`config.mk`:
```
export PLATFORM = sky130hd
export DESIGN_NAME = xisc_regs
export DESIGN_NICKNAME = d
export VERILOG_FILES = /design/src/logic/xisc_pkg.sv /design/src/logic/xisc_regs.sv /design/src/logic/xisc_strobe_timer.sv /design/src/logic/xisc_irq_router.sv
export SDC_FILE = /design/constraint.sdc
export NUM_CORES = 1
export LEC_CHECK = 0
export BUFFER_PORTS_ARGS = -buffer_cell sky130_fd_sc_hd__buf_2
export CORE_MARGIN = 3
export CORE_UTILIZATION = 35
export DETAILED_ROUTE_END_ITERATION = 10
export PLACE_DENSITY = 0.64
export SYNTH_ARGS = -nofsm -noshare
export SYNTH_HDL_FRONTEND = slang
export SYNTH_SLANG_ARGS = --single-unit
```
`constraint.sdc`:
```
create_clock -name core_clk -period 4 [get_ports core_clk]
set_input_delay 0.8 -clock core_clk [delete_from_list [all_inputs] [get_ports core_clk]]
set_output_delay 0.8 -clock core_clk [all_outputs]
set_load 0.02 [all_outputs]
```
`src/logic/xisc_pkg.sv`:
```
package xisc_pkg;

    // ****************************************************************
    // register map
    // ****************************************************************
    localparam logic [7:0] IDX_LDN = 8'h07;
    localparam logic [7:0] LDN_XBUS = 8'h08;
    localparam logic [7:0] LDN_RUNTIME = 8'h0A;
    localparam logic [7:0] LDN_SMBUS = 8'h0B;
    localparam logic [7:0] IDX_CS3_HIGH = 8'h66;
    localparam logic [7:0] IDX_CS3_LOW = 8'h67;
    localparam logic [7:0] IDX_XBUS_SEL = 8'hF0;
    localparam logic [7:0] IDX_SLOW_CLK = 8'hF0;
    localparam logic [7:0] IDX_ROUTE_AB = 8'hF4;
    localparam logic [7:0] IDX_ROUTE_CD = 8'hF5;
    localparam logic [7:0] IDX_SMB_HIGH = 8'h60;
    localparam logic [7:0] IDX_SMB_LOW = 8'h61;
    localparam logic [7:0] REG_RESET = 8'h00;

    // ****************************************************************
    // field positions and writable masks
    // ****************************************************************
    localparam int CS3_DISABLE_BIT = 0;
    localparam int CS3_WP_BIT = 1;
    localparam int XSEL_MODE_BIT = 0;
    localparam int XSEL_WIDTH_LSB = 2;
    localparam int XSEL_WP_BIT = 7;
    localparam int SLOW_ABSENT_BIT = 0;
    localparam int KEY_OFF_BIT = 1;
    localparam logic [7:0] XSEL_WMASK = 8'h0D;
    localparam logic [7:0] SLOW_WMASK = 8'h03;
    localparam logic [7:0] SMB_HIGH_WMASK = 8'h0F;
    localparam logic [7:0] SMB_LOW_WMASK = 8'hF8;
    localparam logic [15:0] CS3_MATCH_MASK = 16'hFFFC;
    localparam logic [15:0] SMB_MATCH_MASK = 16'hFFF8;
    localparam logic [15:0] SMB_BASE_MIN = 16'h0100;
    localparam logic [15:0] SMB_BASE_MAX = 16'h0FF8;

    // ****************************************************************
    // strobe timing
    // ****************************************************************
    localparam int CLK_PERIOD_NS = 8;
    localparam int STROBE_NS_0 = 180;
    localparam int STROBE_NS_1 = 300;
    localparam int STROBE_NS_2 = 420;
    localparam int STROBE_NS_3 = 540;
    localparam int STROBE_CW = 7;
    localparam logic [6:0] STROBE_CYC_0 = 7'((STROBE_NS_0 + CLK_PERIOD_NS - 1) / CLK_PERIOD_NS);
    localparam logic [6:0] STROBE_CYC_1 = 7'((STROBE_NS_1 + CLK_PERIOD_NS - 1) / CLK_PERIOD_NS);
    localparam logic [6:0] STROBE_CYC_2 = 7'((STROBE_NS_2 + CLK_PERIOD_NS - 1) / CLK_PERIOD_NS);
    localparam logic [6:0] STROBE_CYC_3 = 7'((STROBE_NS_3 + CLK_PERIOD_NS - 1) / CLK_PERIOD_NS);

    typedef struct packed {
        logic start;
        logic write;
        logic [15:0] addr;
    } xisc_io_req_t;

    function automatic logic [6:0] strobe_cycles(input logic [1:0] sel);
        logic [6:0] n;
        n = STROBE_CYC_0;
        unique case (sel)
            2'h0: n = STROBE_CYC_0;
            2'h1: n = STROBE_CYC_1;
            2'h2: n = STROBE_CYC_2;
            2'h3: n = STROBE_CYC_3;
        endcase
        return n;
    endfunction

endpackage

```
`src/logic/xisc_regs.sv`:
```
// Decided for this implementation: the address-and-strobe port.
`timescale 1ns/1ps
`default_nettype none
module xisc_regs
    import xisc_pkg::*;
#(
    parameter logic [15:0] CS3_BASE_MIN = 16'h0100,
    parameter logic [15:0] CS3_BASE_MAX = 16'h0FFC
)
(
    input wire logic core_clk,
    input wire logic arst_n,
    input wire logic main_power_reset,
    input wire logic hard_reset,
    input wire logic soft_reset,
    input wire logic [7:0] reg_addr,
    input wire logic [7:0] reg_wdata,
    input wire logic reg_wr,
    input wire logic reg_rd,
    output logic [7:0] reg_rdata,
    input wire xisc_io_req_t io_req,
    output logic lpc_wait_sync,
    output logic io_done,
    output logic smbus_select,
    output logic expansion_chip_select_3_n,
    output logic xbus_read_n,
    output logic xbus_write_n,
    output logic xbus_mode_2,
    input wire logic ext_irq_input_a,
    input wire logic ext_irq_input_b,
    input wire logic ext_irq_input_c,
    input wire logic ext_irq_input_d,
    input wire logic smi_request,
    output logic sys_mgmt_irq_out_n,
    output logic [15:0] serial_irq_req,
    output logic slow_clock_absent,
    output logic key_wake_off
);

    // ****************************************************************
    // register state
    // ****************************************************************
    logic [7:0] ldn;
    logic [7:0] cs3_high;
    logic [7:0] cs3_low;
    logic [7:0] xsel;
    logic [7:0] slowclk;
    logic [7:0] route_ab;
    logic [7:0] route_cd;
    logic [7:0] smb_high;
    logic [7:0] smb_low;
    logic [3:0] irq_meta;
    logic [3:0] irq_sync;
    logic [15:0] routed;

    function automatic logic reg_hit(input logic [7:0] cur_ldn, input logic [7:0] dev,
                                     input logic [7:0] addr, input logic [7:0] idx);
        return (cur_ldn == dev) && (addr == idx);
    endfunction

    // ****************************************************************
    // register decode
    // ****************************************************************
    wire hit_ldn = (reg_addr == IDX_LDN);
    wire hit_cs3_high = reg_hit(ldn, LDN_XBUS, reg_addr, IDX_CS3_HIGH);
    wire hit_cs3_low = reg_hit(ldn, LDN_XBUS, reg_addr, IDX_CS3_LOW);
    wire hit_xsel = reg_hit(ldn, LDN_XBUS, reg_addr, IDX_XBUS_SEL);
    wire hit_slow = reg_hit(ldn, LDN_RUNTIME, reg_addr, IDX_SLOW_CLK);
    wire hit_route_ab = reg_hit(ldn, LDN_RUNTIME, reg_addr, IDX_ROUTE_AB);
    wire hit_route_cd = reg_hit(ldn, LDN_RUNTIME, reg_addr, IDX_ROUTE_CD);
    wire hit_smb_high = reg_hit(ldn, LDN_SMBUS, reg_addr, IDX_SMB_HIGH);
    wire hit_smb_low = reg_hit(ldn, LDN_SMBUS, reg_addr, IDX_SMB_LOW);

    wire cs3_locked = cs3_low[CS3_WP_BIT];
    wire xsel_locked = xsel[XSEL_WP_BIT];
    wire wr_cs3_high = reg_wr && hit_cs3_high && !cs3_locked;
    wire wr_cs3_low = reg_wr && hit_cs3_low && !cs3_locked;
    wire wr_xsel = reg_wr && hit_xsel && !xsel_locked;
    wire wp_clear = main_power_reset || hard_reset;
    wire cfg_clear = main_power_reset || hard_reset || soft_reset;

    // ****************************************************************
    // next values
    // ****************************************************************
    // write protect only ever goes to one from software
    wire [7:0] next_xsel_low = wr_xsel ? (reg_wdata & XSEL_WMASK) : (xsel & XSEL_WMASK);
    wire next_xsel_wp = !wp_clear && (xsel_locked || (wr_xsel && reg_wdata[XSEL_WP_BIT]));
    wire next_cs3_wp = !wp_clear && (cs3_locked || (wr_cs3_low && reg_wdata[CS3_WP_BIT]));
    wire [7:0] next_cs3_low_data = cfg_clear ? REG_RESET :
                                   wr_cs3_low ? reg_wdata : cs3_low;
    wire [7:0] next_rdata =
        !reg_rd ? 8'h00 :
        hit_ldn ? ldn :
        hit_cs3_high ? cs3_high :
        hit_cs3_low ? cs3_low :
        hit_xsel ? xsel :
        hit_slow ? slowclk :
        hit_route_ab ? route_ab :
        hit_route_cd ? route_cd :
        hit_smb_high ? smb_high :
        hit_smb_low ? smb_low : 8'h00;

    // ****************************************************************
    // register file
    // ****************************************************************
    always_ff @(posedge core_clk or negedge arst_n)
    begin
        if (!arst_n)
        begin
            ldn <= REG_RESET;
            xsel <= REG_RESET;
            slowclk <= REG_RESET;
            route_ab <= REG_RESET;
            route_cd <= REG_RESET;
            reg_rdata <= 8'h00;
        end
        else
        begin
            reg_rdata <= next_rdata;
            if (reg_wr && hit_ldn)
                ldn <= reg_wdata;
            xsel <= {next_xsel_wp, next_xsel_low[6:0]};
            if (reg_wr && hit_slow)
                slowclk <= reg_wdata & SLOW_WMASK;
            if (reg_wr && hit_route_ab)
                route_ab <= reg_wdata;
            if (reg_wr && hit_route_cd)
                route_cd <= reg_wdata;
        end
    end

    // these follow every reset, not only standby power-on; the cs3_low write-protect bit follows main power and hard reset only
    always_ff @(posedge core_clk or negedge arst_n)
    begin
        if (!arst_n)
        begin
            cs3_high <= REG_RESET;
            cs3_low <= REG_RESET;
            smb_high <= REG_RESET;
            smb_low <= REG_RESET;
        end
        else
        begin
            if (cfg_clear)
                cs3_high <= REG_RESET;
            else if (wr_cs3_high)
                cs3_high <= reg_wdata;
            cs3_low <= {next_cs3_low_data[7:2], next_cs3_wp, next_cs3_low_data[0]};
            if (cfg_clear)
            begin
                smb_high <= REG_RESET;
                smb_low <= REG_RESET;
            end
            else
            begin
                if (reg_wr && hit_smb_high)
                    smb_high <= reg_wdata & SMB_HIGH_WMASK;
                if (reg_wr && hit_smb_low)
                    smb_low <= reg_wdata & SMB_LOW_WMASK;
            end
        end
    end

    // ****************************************************************
    // address matching
    // ****************************************************************
    wire [15:0] cs3_base = {cs3_high, cs3_low[7:2], 2'b00};
    wire [15:0] smb_base = {4'h0, smb_high[3:0], smb_low[7:3], 3'b000};
    wire cs3_base_ok = (cs3_base >= CS3_BASE_MIN) && (cs3_base <= CS3_BASE_MAX);
    wire smb_base_ok = (smb_base >= SMB_BASE_MIN) && (smb_base <= SMB_BASE_MAX);
    wire mode_1 = !xsel[XSEL_MODE_BIT];
    // every address bit above the decoded window is compared, so a stray upper nibble never aliases
    wire cs3_match = ((io_req.addr & CS3_MATCH_MASK) == cs3_base);
    wire smb_match = ((io_req.addr & SMB_MATCH_MASK) == smb_base);
    wire cs3_hit = io_req.start && mode_1 && cs3_match && cs3_base_ok
                   && !cs3_low[CS3_DISABLE_BIT];
    wire smb_hit = io_req.start && smb_match && smb_base_ok;

    xisc_strobe_timer u_timer (
        .core_clk(core_clk),
        .arst_n(arst_n),
        .start(cs3_hit),
        .write(io_req.write),
        .width_sel(xsel[XSEL_WIDTH_LSB +: 2]),
        .sel_n(expansion_chip_select_3_n),
        .read_n(xbus_read_n),
        .write_n(xbus_write_n),
        .stretch(lpc_wait_sync),
        .done(io_done)
    );

    // ****************************************************************
    // interrupt routing
    // ****************************************************************
    xisc_irq_router #(
        .NUM_IN(4)
    ) u_router (
        .routes({route_cd, route_ab}),
        .irq_level(irq_sync),
        .serial_irq(routed)
    );

    // serial interrupt 2 is shared with the SMI request
    wire [15:0] next_serial_irq = routed | {13'h0000, smi_request, 2'b00};

    always_ff @(posedge core_clk or negedge arst_n)
    begin
        if (!arst_n)
        begin
            irq_meta <= 4'h0;
            irq_sync <= 4'h0;
            serial_irq_req <= 16'h0000;
            sys_mgmt_irq_out_n <= 1'b1;
            smbus_select <= 1'b0;
            xbus_mode_2 <= 1'b0;
            slow_clock_absent <= 1'b0;
            key_wake_off <= 1'b0;
        end
        else
        begin
            irq_meta <= {ext_irq_input_d, ext_irq_input_c, ext_irq_input_b, ext_irq_input_a};
            irq_sync <= irq_meta;
            serial_irq_req <= next_serial_irq;
            sys_mgmt_irq_out_n <= !smi_request;
            smbus_select <= smb_hit;
            xbus_mode_2 <= xsel[XSEL_MODE_BIT];
            slow_clock_absent <= slowclk[SLOW_ABSENT_BIT];
            key_wake_off <= slowclk[KEY_OFF_BIT];
        end
    end

    logic [7:0] low_cnt;
    logic [6:0] exp_cycles;
    always_ff @(posedge core_clk or negedge arst_n)
    begin
        if (!arst_n)
        begin
            low_cnt <= 8'h00;
            exp_cycles <= 7'h00;
        end
        else
        begin
            low_cnt <= expansion_chip_select_3_n ? 8'h00 : low_cnt + 8'h01;
            if (cs3_hit && expansion_chip_select_3_n)
                exp_cycles <= strobe_cycles(xsel[XSEL_WIDTH_LSB +: 2]);
        end
    end
endmodule
`default_nettype wire

```
`src/logic/xisc_strobe_timer.sv`:
```
`timescale 1ns/1ps
`default_nettype none
module xisc_strobe_timer
    import xisc_pkg::*;
(
    input wire logic core_clk,
    input wire logic arst_n,
    input wire logic start,
    input wire logic write,
    input wire logic [1:0] width_sel,
    output logic sel_n,
    output logic read_n,
    output logic write_n,
    output logic stretch,
    output logic done
);

    logic [STROBE_CW-1:0] count;
    wire accept = start && sel_n;
    wire last = !sel_n && (count == '0);

    // starts while a strobe runs are dropped; the host is held by stretch
    always_ff @(posedge core_clk or negedge arst_n)
    begin
        if (!arst_n)
        begin
            count <= '0;
            sel_n <= 1'b1;
            read_n <= 1'b1;
            write_n <= 1'b1;
            stretch <= 1'b0;
            done <= 1'b0;
        end
        else
        begin
            done <= last;
            if (accept)
            begin
                count <= strobe_cycles(width_sel) - 7'h01;
                sel_n <= 1'b0;
                read_n <= write;
                write_n <= !write;
                stretch <= 1'b1;
            end
            else if (last)
            begin
                sel_n <= 1'b1;
                read_n <= 1'b1;
                write_n <= 1'b1;
                stretch <= 1'b0;
            end
            else if (!sel_n)
            begin
                count <= count - 7'h01;
            end
        end
    end

endmodule
`default_nettype wire

```
`src/logic/xisc_irq_router.sv`:
```
`timescale 1ns/1ps
`default_nettype none
module xisc_irq_router
    import xisc_pkg::*;
#(
    parameter int NUM_IN = 4
)
(
    input wire logic [4*NUM_IN-1:0] routes,
    input wire logic [NUM_IN-1:0] irq_level,
    output logic [15:0] serial_irq
);

    // field value 0 selects nothing, so bit 0 is never driven
    function automatic logic [15:0] route_decode(input logic [3:0] field);
        logic [15:0] d;
        d = 16'h0001 << field;
        return {d[15:1], 1'b0};
    endfunction

    logic [15:0] per_in [NUM_IN];

    genvar i;
    generate
        for (i = 0; i < NUM_IN; i++)
        begin : g_in
            assign per_in[i] = irq_level[i] ? route_decode(routes[4*i +: 4]) : 16'h0000;
        end
    endgenerate

    always_comb
    begin
        serial_irq = 16'h0000;
        for (int k = 0; k < NUM_IN; k++)
        begin
            serial_irq = serial_irq | per_in[k];
        end
    end

endmodule
`default_nettype wire

```
# [Word-level counts from Yosys, hierarchy flattened]
# Index checks and enable logic that the tools add are counted.
[op_classes] add_sub_neg=2 n_lt_le_gt_ge=4 n_eq_ne=18 shifts=4 n_mux=33 n_bitwise=4 reduce_logical=54
[op_table] cell="8-bit two-way mux" n=18
[op_table] cell="16-bit two-way mux" n=4
[op_table] cell="1-bit by 4-bit left shift with 16-bit output (first input constant)" n=4
[op_table] cell="16-bit OR" n=3
[op_table] cell="1-bit logical AND" n=34
[op_table] cell="8-bit by 7-bit == test with 1-bit output (second input constant)" n=4
[op_table] cell="7-bit two-way mux" n=4
[op_table] cell="7-bit case mux with 4 select lines" n=1
[op_table] cell="8-bit by 4-bit == test with 1-bit output (second input constant)" n=3
[op_table] cell="8-bit == test (second input constant)" n=3
[op_table] cell="16-bit by 9-bit greater-or-equal comparator with 1-bit output (second input constant)" n=1
[op_table] cell="16-bit by 12-bit <= comparator with 1-bit output (second input constant)" n=1
[op_table] cell="16-bit by 3-bit OR with 16-bit output" n=1
[op_table] cell="14-bit == test" n=1
[op_table] cell="7-bit by 1-bit subtractor with 7-bit output (second input constant)" n=2
[op_table] cell="13-bit by 9-bit == test with 1-bit output" n=1
[op_table] cell="12-bit by 9-bit greater-or-equal comparator with 1-bit output (second input constant)" n=1
[op_table] cell="12-bit <= comparator (second input constant)" n=1
[op_table] cell="2-bit nonzero test" n=5
[op_table] cell="8-bit by 3-bit == test with 1-bit output (second input constant)" n=1
[op_table] cell="1-bit logical NOT" n=8
[op_table] cell="7-bit logical NOT" n=1
[op_table] cell="1-bit two-way mux" n=6
[op_table] cell="2-bit == test (second input constant)" n=2
[op_table] cell="6 further kinds" n=9
[word_totals] register_bits=115 inputBits=46 out_inout_bits=34 wordCells=145

# [Depth between registers and ports, before layout]
[depth] word_depth=12 depth_mapped=13 depth_no_buf=12

# [By module]
# A second synthesis with hierarchy kept.
[unflattened] cells_unflattened=464 hier_area_um2=5275.1
[by_module_without_submodules] mod="xisc_regs" instances=1 cells_each=326 area_per_inst_um2=4086.4 seq_area_each_um2=2303.5
[by_module_without_submodules] mod="xisc_strobe_timer" instances=1 cells_each=62 area_per_inst_um2=661.9 seq_area_each_um2=304.0
[by_module_without_submodules] mod="xisc_irq_router" instances=1 cells_each=76 area_per_inst_um2=526.8 seq_area_each_um2=0.0

# [Worst setup path after synthesis]
# Ideal clock, no wire load.
[synth_path] kind="input -> register" startpoint="in io_req[14] in the netlist's numbering" endpoint="reg u_timer.count[6]" setup_ns=0.077 arrival_ns=2.835 t_required_ns=3.923 path_slack_ns=1.088 cell_stages=13 n_path_buf=1 path_cell_list="xor2_1 nor4_1 nand4_1 or3_1 buf_2 or3_1 o21ai_0 ha_1 nand2_1 nor3_1 nand2_1 xor2_1 a21oi_1"
[synth_via] elab_chain_cells=7 elab_cells_between_ends=9 cone_classes="eq/ne (3); mux (1); reduce/logical (5)"
[synth_lines] element="start: declaration" line_no="xisc_regs.sv:21" rtl="input wire xisc_io_req_t io_req,"
[synth_lines] element="14-bit == test (*)" line_no="xisc_regs.sv:173" rtl="wire cs3_match = ((io_req.addr & CS3_MATCH_MASK) == cs3_base);"
[synth_lines] element="1-bit logical AND (*) (2 in series)" line_no="xisc_regs.sv:175" rtl="wire cs3_hit = io_req.start && mode_1 && cs3_match && cs3_base_ok"
[synth_lines] element="1-bit logical AND (*)" line_no="xisc_regs.sv:176" rtl="&& !cs3_low[CS3_DISABLE_BIT];"
[synth_lines] element="1-bit logical AND (*)"
[synth_lines] element="2-bit != test (no source line) / 2-bit by 1-bit != test with 1-bit output (equally long branches)"
[synth_lines] element="2-bit AND reduction (no source line)"
[synth_lines] element="end signal: assignment" line_no="xisc_strobe_timer.sv:39" rtl="count <= strobe_cycles(width_sel) - 7'h01;"
[synth_lines] element="end signal: assignment" line_no="xisc_strobe_timer.sv:54" rtl="count <= count - 7'h01;"
[synth_lines] element="end: declaration" line_no="xisc_strobe_timer.sv:18" rtl="logic [STROBE_CW-1:0] count;"
# Mark *: on every way between the ends. The rest lies on a longest branch, timed or not.
# A chain may end at the register's enable or synchronous reset.

# [Worst setup path after layout]
[layout_path] startpoint="reg cs3_high[6]" endpoint="reg u_timer.count[6]"
[layout_via] elab_chain_cells=7 elab_cells_between_ends=12 cone_classes="order compare (2); eq/ne (3); mux (1); reduce/logical (6)"
[layout_lines] element="start: declaration" line_no="xisc_regs.sv:44" rtl="logic [7:0] cs3_high;"
[layout_lines] element="start signal: assignment" line_no="xisc_regs.sv:147" rtl="cs3_high <= reg_wdata;"
[layout_lines] element="16-bit by 9-bit greater-or-equal comparator with 1-bit output, or another cell as far along" line_no="xisc_regs.sv:169" rtl="wire cs3_base_ok = (cs3_base >= CS3_BASE_MIN) && (cs3_base <= CS3_BASE_MAX);"
[layout_lines] element="1-bit logical AND, on equally long branches" line_no="xisc_regs.sv:169, xisc_regs.sv:175"
[layout_lines] element="1-bit logical AND (*)" line_no="xisc_regs.sv:175"
[layout_lines] element="1-bit logical AND (*)" line_no="xisc_regs.sv:176"
[layout_lines] element="1-bit logical AND (*)"
[layout_lines] element="2-bit != test (no source line) / 2-bit by 1-bit != test with 1-bit output (equally long branches)"
[layout_lines] element="2-bit AND reduction (no source line)"
# Marks and branches as above.

==> impl_metrics.tcl <==
set metrics [dict create \
    postRouteAntennaNets 0 \
    grt_start_max_net_pins 69 \
    grt.overflow.total 0 \
    total_power_mw 2.083 \
    synth_nets 556 \
    start_util_pct 36.47 \
    clock.fmax_mhz 311.1 \
    ir_drop_mv 0.2494 \
    place.detailed.hpwl_um 10800 \
    vias 4338 \
    finalMaxSlewViolations 0 \
    fin_setup_tns_ns 0 \
    synth_top_area_share_pct 48.01 \
    grt_usage_pct 17.93 \
    start_kind "flop" \
    dieArea_um2 16240 \
    drc 0 \
    cp.required_ns 4.28 \
    cpPeakStageDelay_ns 0.56 \
    cts-buffers-inserted 9 \
    synth_area_leaders "dfrtp_1 48%, mux2_2 5.7%, nand2_1 4.1%" \
    drtIter0Drc 408 \
    crit_family "simple AND/OR/NAND/NOR gates" \
    dpl_worst_slack_ns 0.7310 \
    grt_pass1_wl_um 22930 \
    synthTopCellsByCount "99 x dfrtp_1, 57 x nand2_1, 39 x nor2_1, 37 x a21oi_1, 26 x mux2_2" \
    cts_tree "yes" \
    maxCapViolCount 0 \
    avgViaCountPerCell 5.685 \
    core_area_um2 14150 \
    multiInputGateArea_um2 2460 \
    post_cts_resized 0 \
    hold_path_class "reg -> reg" \
    ff2ff_path_depth 12 \
    path_class "reg -> reg" \
    io_pins 80 \
    max_slew_margin_pct 42.81 \
    critPathSlowestCell "or4_1" \
    ff_latch_area_um2 2582 \
    cts_hold_buf 0 \
    totalWireLength_um 14480 \
    synth_cells 505 \
    portBuffers 76 \
    grt_pass1_vias 4263 \
    synth-edff-count 0 \
    r2r_start "cs3_high[6]" \
    status "finished clean" \
    synth_seq_cells 103 \
    cts.sinks 103 \
    nFillCells 1383 \
    end_kind "flop" \
    die_w_um 127.4 \
    finalCriticalPeriod_ns 3.215 \
    clkLatencyLatePin_ns 0.35 \
    grt_setup_unrepaired "false" \
    drtPass1Iterations 5 \
    final-hold-violation-count 0 \
    fin_worst_skew_ns 0.007463 \
    path_cells "or4_1 -> nor4_1 -> nand4_1 -> or3_1 -> or3_1 -> o21ai_0 -> ha_1 -> nand2_1 -> nor3_1 -> nand2_1 -> xor2_1 -> a21oi_1" \
    startpoint "cs3_high[6]" \
    setup_slack_ns 0.7851 \
    yosysWarnings 0 \
    post_cts_buffers 0 \
    worstReg2RegEnd "u_timer.count[6]" \
    timing.reg2reg.setup_slack_ns 0.79 \
    antenna_found_initial 0 \
    synthArstFlopShare_pct 100.0 \
    placed_area_um2 5714 \
    cts_root_buffer "clkbuf_16" \
    synth_area_um2 5160 \
    htreeDepth 3 \
    worstPathArrival_ns 3.49 \
    finalSetupViolCount 0 \
    final_area_um2 6022 \
    yosysSeqAreaShare_pct 50.05 \
    die_h_um 127.4 \
    ys.flop_type "dfrtp_1" \
    leakage_nw 2.738 \
    antennaDiodeCount 0 \
    cts.reportedPaths.clkPinSlew_ns 0.07 \
    fin_crit_sh_pct 80.37 \
    drive_gt1_share_pct 23.67 \
    power.density_nw_per_um2 345.9 \
    yosysUniqueCellTypes 58 \
    syn2layout_area_growth_pct 16.71 \
    nNetsFinal 629 \
    rows 43 \
    gp_congestion 0.9286 \
    cp.depth 12 \
    yosysTopAreaCell "dfrtp_1" \
    clk_path_buf_depth 2 \
    synth_most_common_cell "dfrtp_1" \
    wire_per_inst_um 18.98 \
    crit_path_max_fanout 4 \
    worstMarginPinSlew_ns 0.8578 \
    crit_buf_inv 0 \
    utilization_pct 42.56 \
    crit_end "u_timer.count[6]" \
    syn_avg_cell_area_um2 10.22 \
]
-- how the worst min path moves through the flow --
| stage | startpoint | endpoint | slack (ns) | depth (start not counted) |
|---|---|---|---|---|
| floorplan | irq_meta[0] | irq_sync[0] | 0.33 | 0 |
| detailed placement | irq_meta[3] | irq_sync[3] | 0.34 | 0 |
| global placement | irq_meta[1] | irq_sync[1] | 0.33 | 0 |
| global route | irq_meta[3] | irq_sync[3] | 0.35 | 0 |
| CTS | irq_meta[3] | irq_sync[3] | 0.35 | 0 |
| finish | irq_meta[3] | irq_sync[3] | 0.35 | 0 |
-- cell type report --
| type | instances | area share (%) |
|---|---|---|
| Sequential cell | 103 | 42.88 |
| Multi-Input combinational cell | 374 | 40.85 |
| Timing Repair Buffer | 79 | 6.732 |
| Clock buffer | 10 | 3.968 |
| Tap cell | 180 | 3.740 |
| Clock inverter | 6 | 1.143 |
| Inverter | 11 | 0.6856 |
-- where the power goes --
part,internal (mW),switching (mW),leakage (nW)
Clock,0.506,0.405,0.149
Sequential,1.05,0.00750,1.35
Combinational,0.0367,0.0773,1.24
Total,1.59,0.490,2.74
-- cells by family after synthesis --
kind of cell               synth area share [%]
other                                   0.07268
AOI/OAI and AO/OA                         13.05
DFF                                       50.05
xor gates and xnor gates                  4.413
muxes                                     8.778
adders and majority gates                 1.212
and+or+nand+nor                           20.15
buffers and inverters                     2.279
-- cells in the final DEF (no fill, tap or decap), drive strengths merged, types with 9 or more instances in the layout --
cell type and instances:
dfrtp 99, buf 79, nand2 57, nor2 39
a21oi 37, mux2 26, nor3 24, xor2 19
mux2i 16, inv 12, nand3 11, o21ai 10
clkbuf 10, nand3b 9, nor4 9
-- worst reg2reg max path, stage by stage (launching register included) --
cell and delay, ns:
dfrtp_1 0.45, or4_1 0.56, nor4_1 0.30, nand4_1 0.15, or3_1 0.38, or3_1 0.33
o21ai_0 0.10, ha_1 0.25, nand2_1 0.09, nor3_1 0.16, nand2_1 0.09, xor2_1 0.15
a21oi_1 0.13
-- sequential cells by signal, indices dropped and copies added (netlist names), 4 cells and up --
| signal | count |
|---|---|
| route_ab | 8 |
| reg_rdata | 8 |
| cs3_low | 8 |
| smb_low | 5 |
| u_timer.count | 7 |
| irq_meta | 4 |
| cs3_high | 8 |
| route_cd | 8 |
| irq_sync | 4 |
| xsel | 4 |
| serial_irq_req | 15 |
| ldn | 8 |
| smb_high | 4 |
-- layer usage --
layer,part of all wire (%),global-route usage [%]
met2,46,27.41
met1,46,25.96
met4,1.9,6.057
met3,6.1,2.843
met5,0,0
-- stage by stage --
| step | cells | hold slack [ns] |
|---|---|---|
| 2_1_floorplan | 505 | 0.3312 |
| 3_3_place_gp | 747 | 0.3340 |
| 3_5_place_dp | 747 | 0.3358 |
| 4_1_cts | 763 | 0.3513 |
| 5_1_grt | 763 | 0.3530 |
| 6_report | 763 | 0.3470 |
Power figures use the tool's default switching activity.
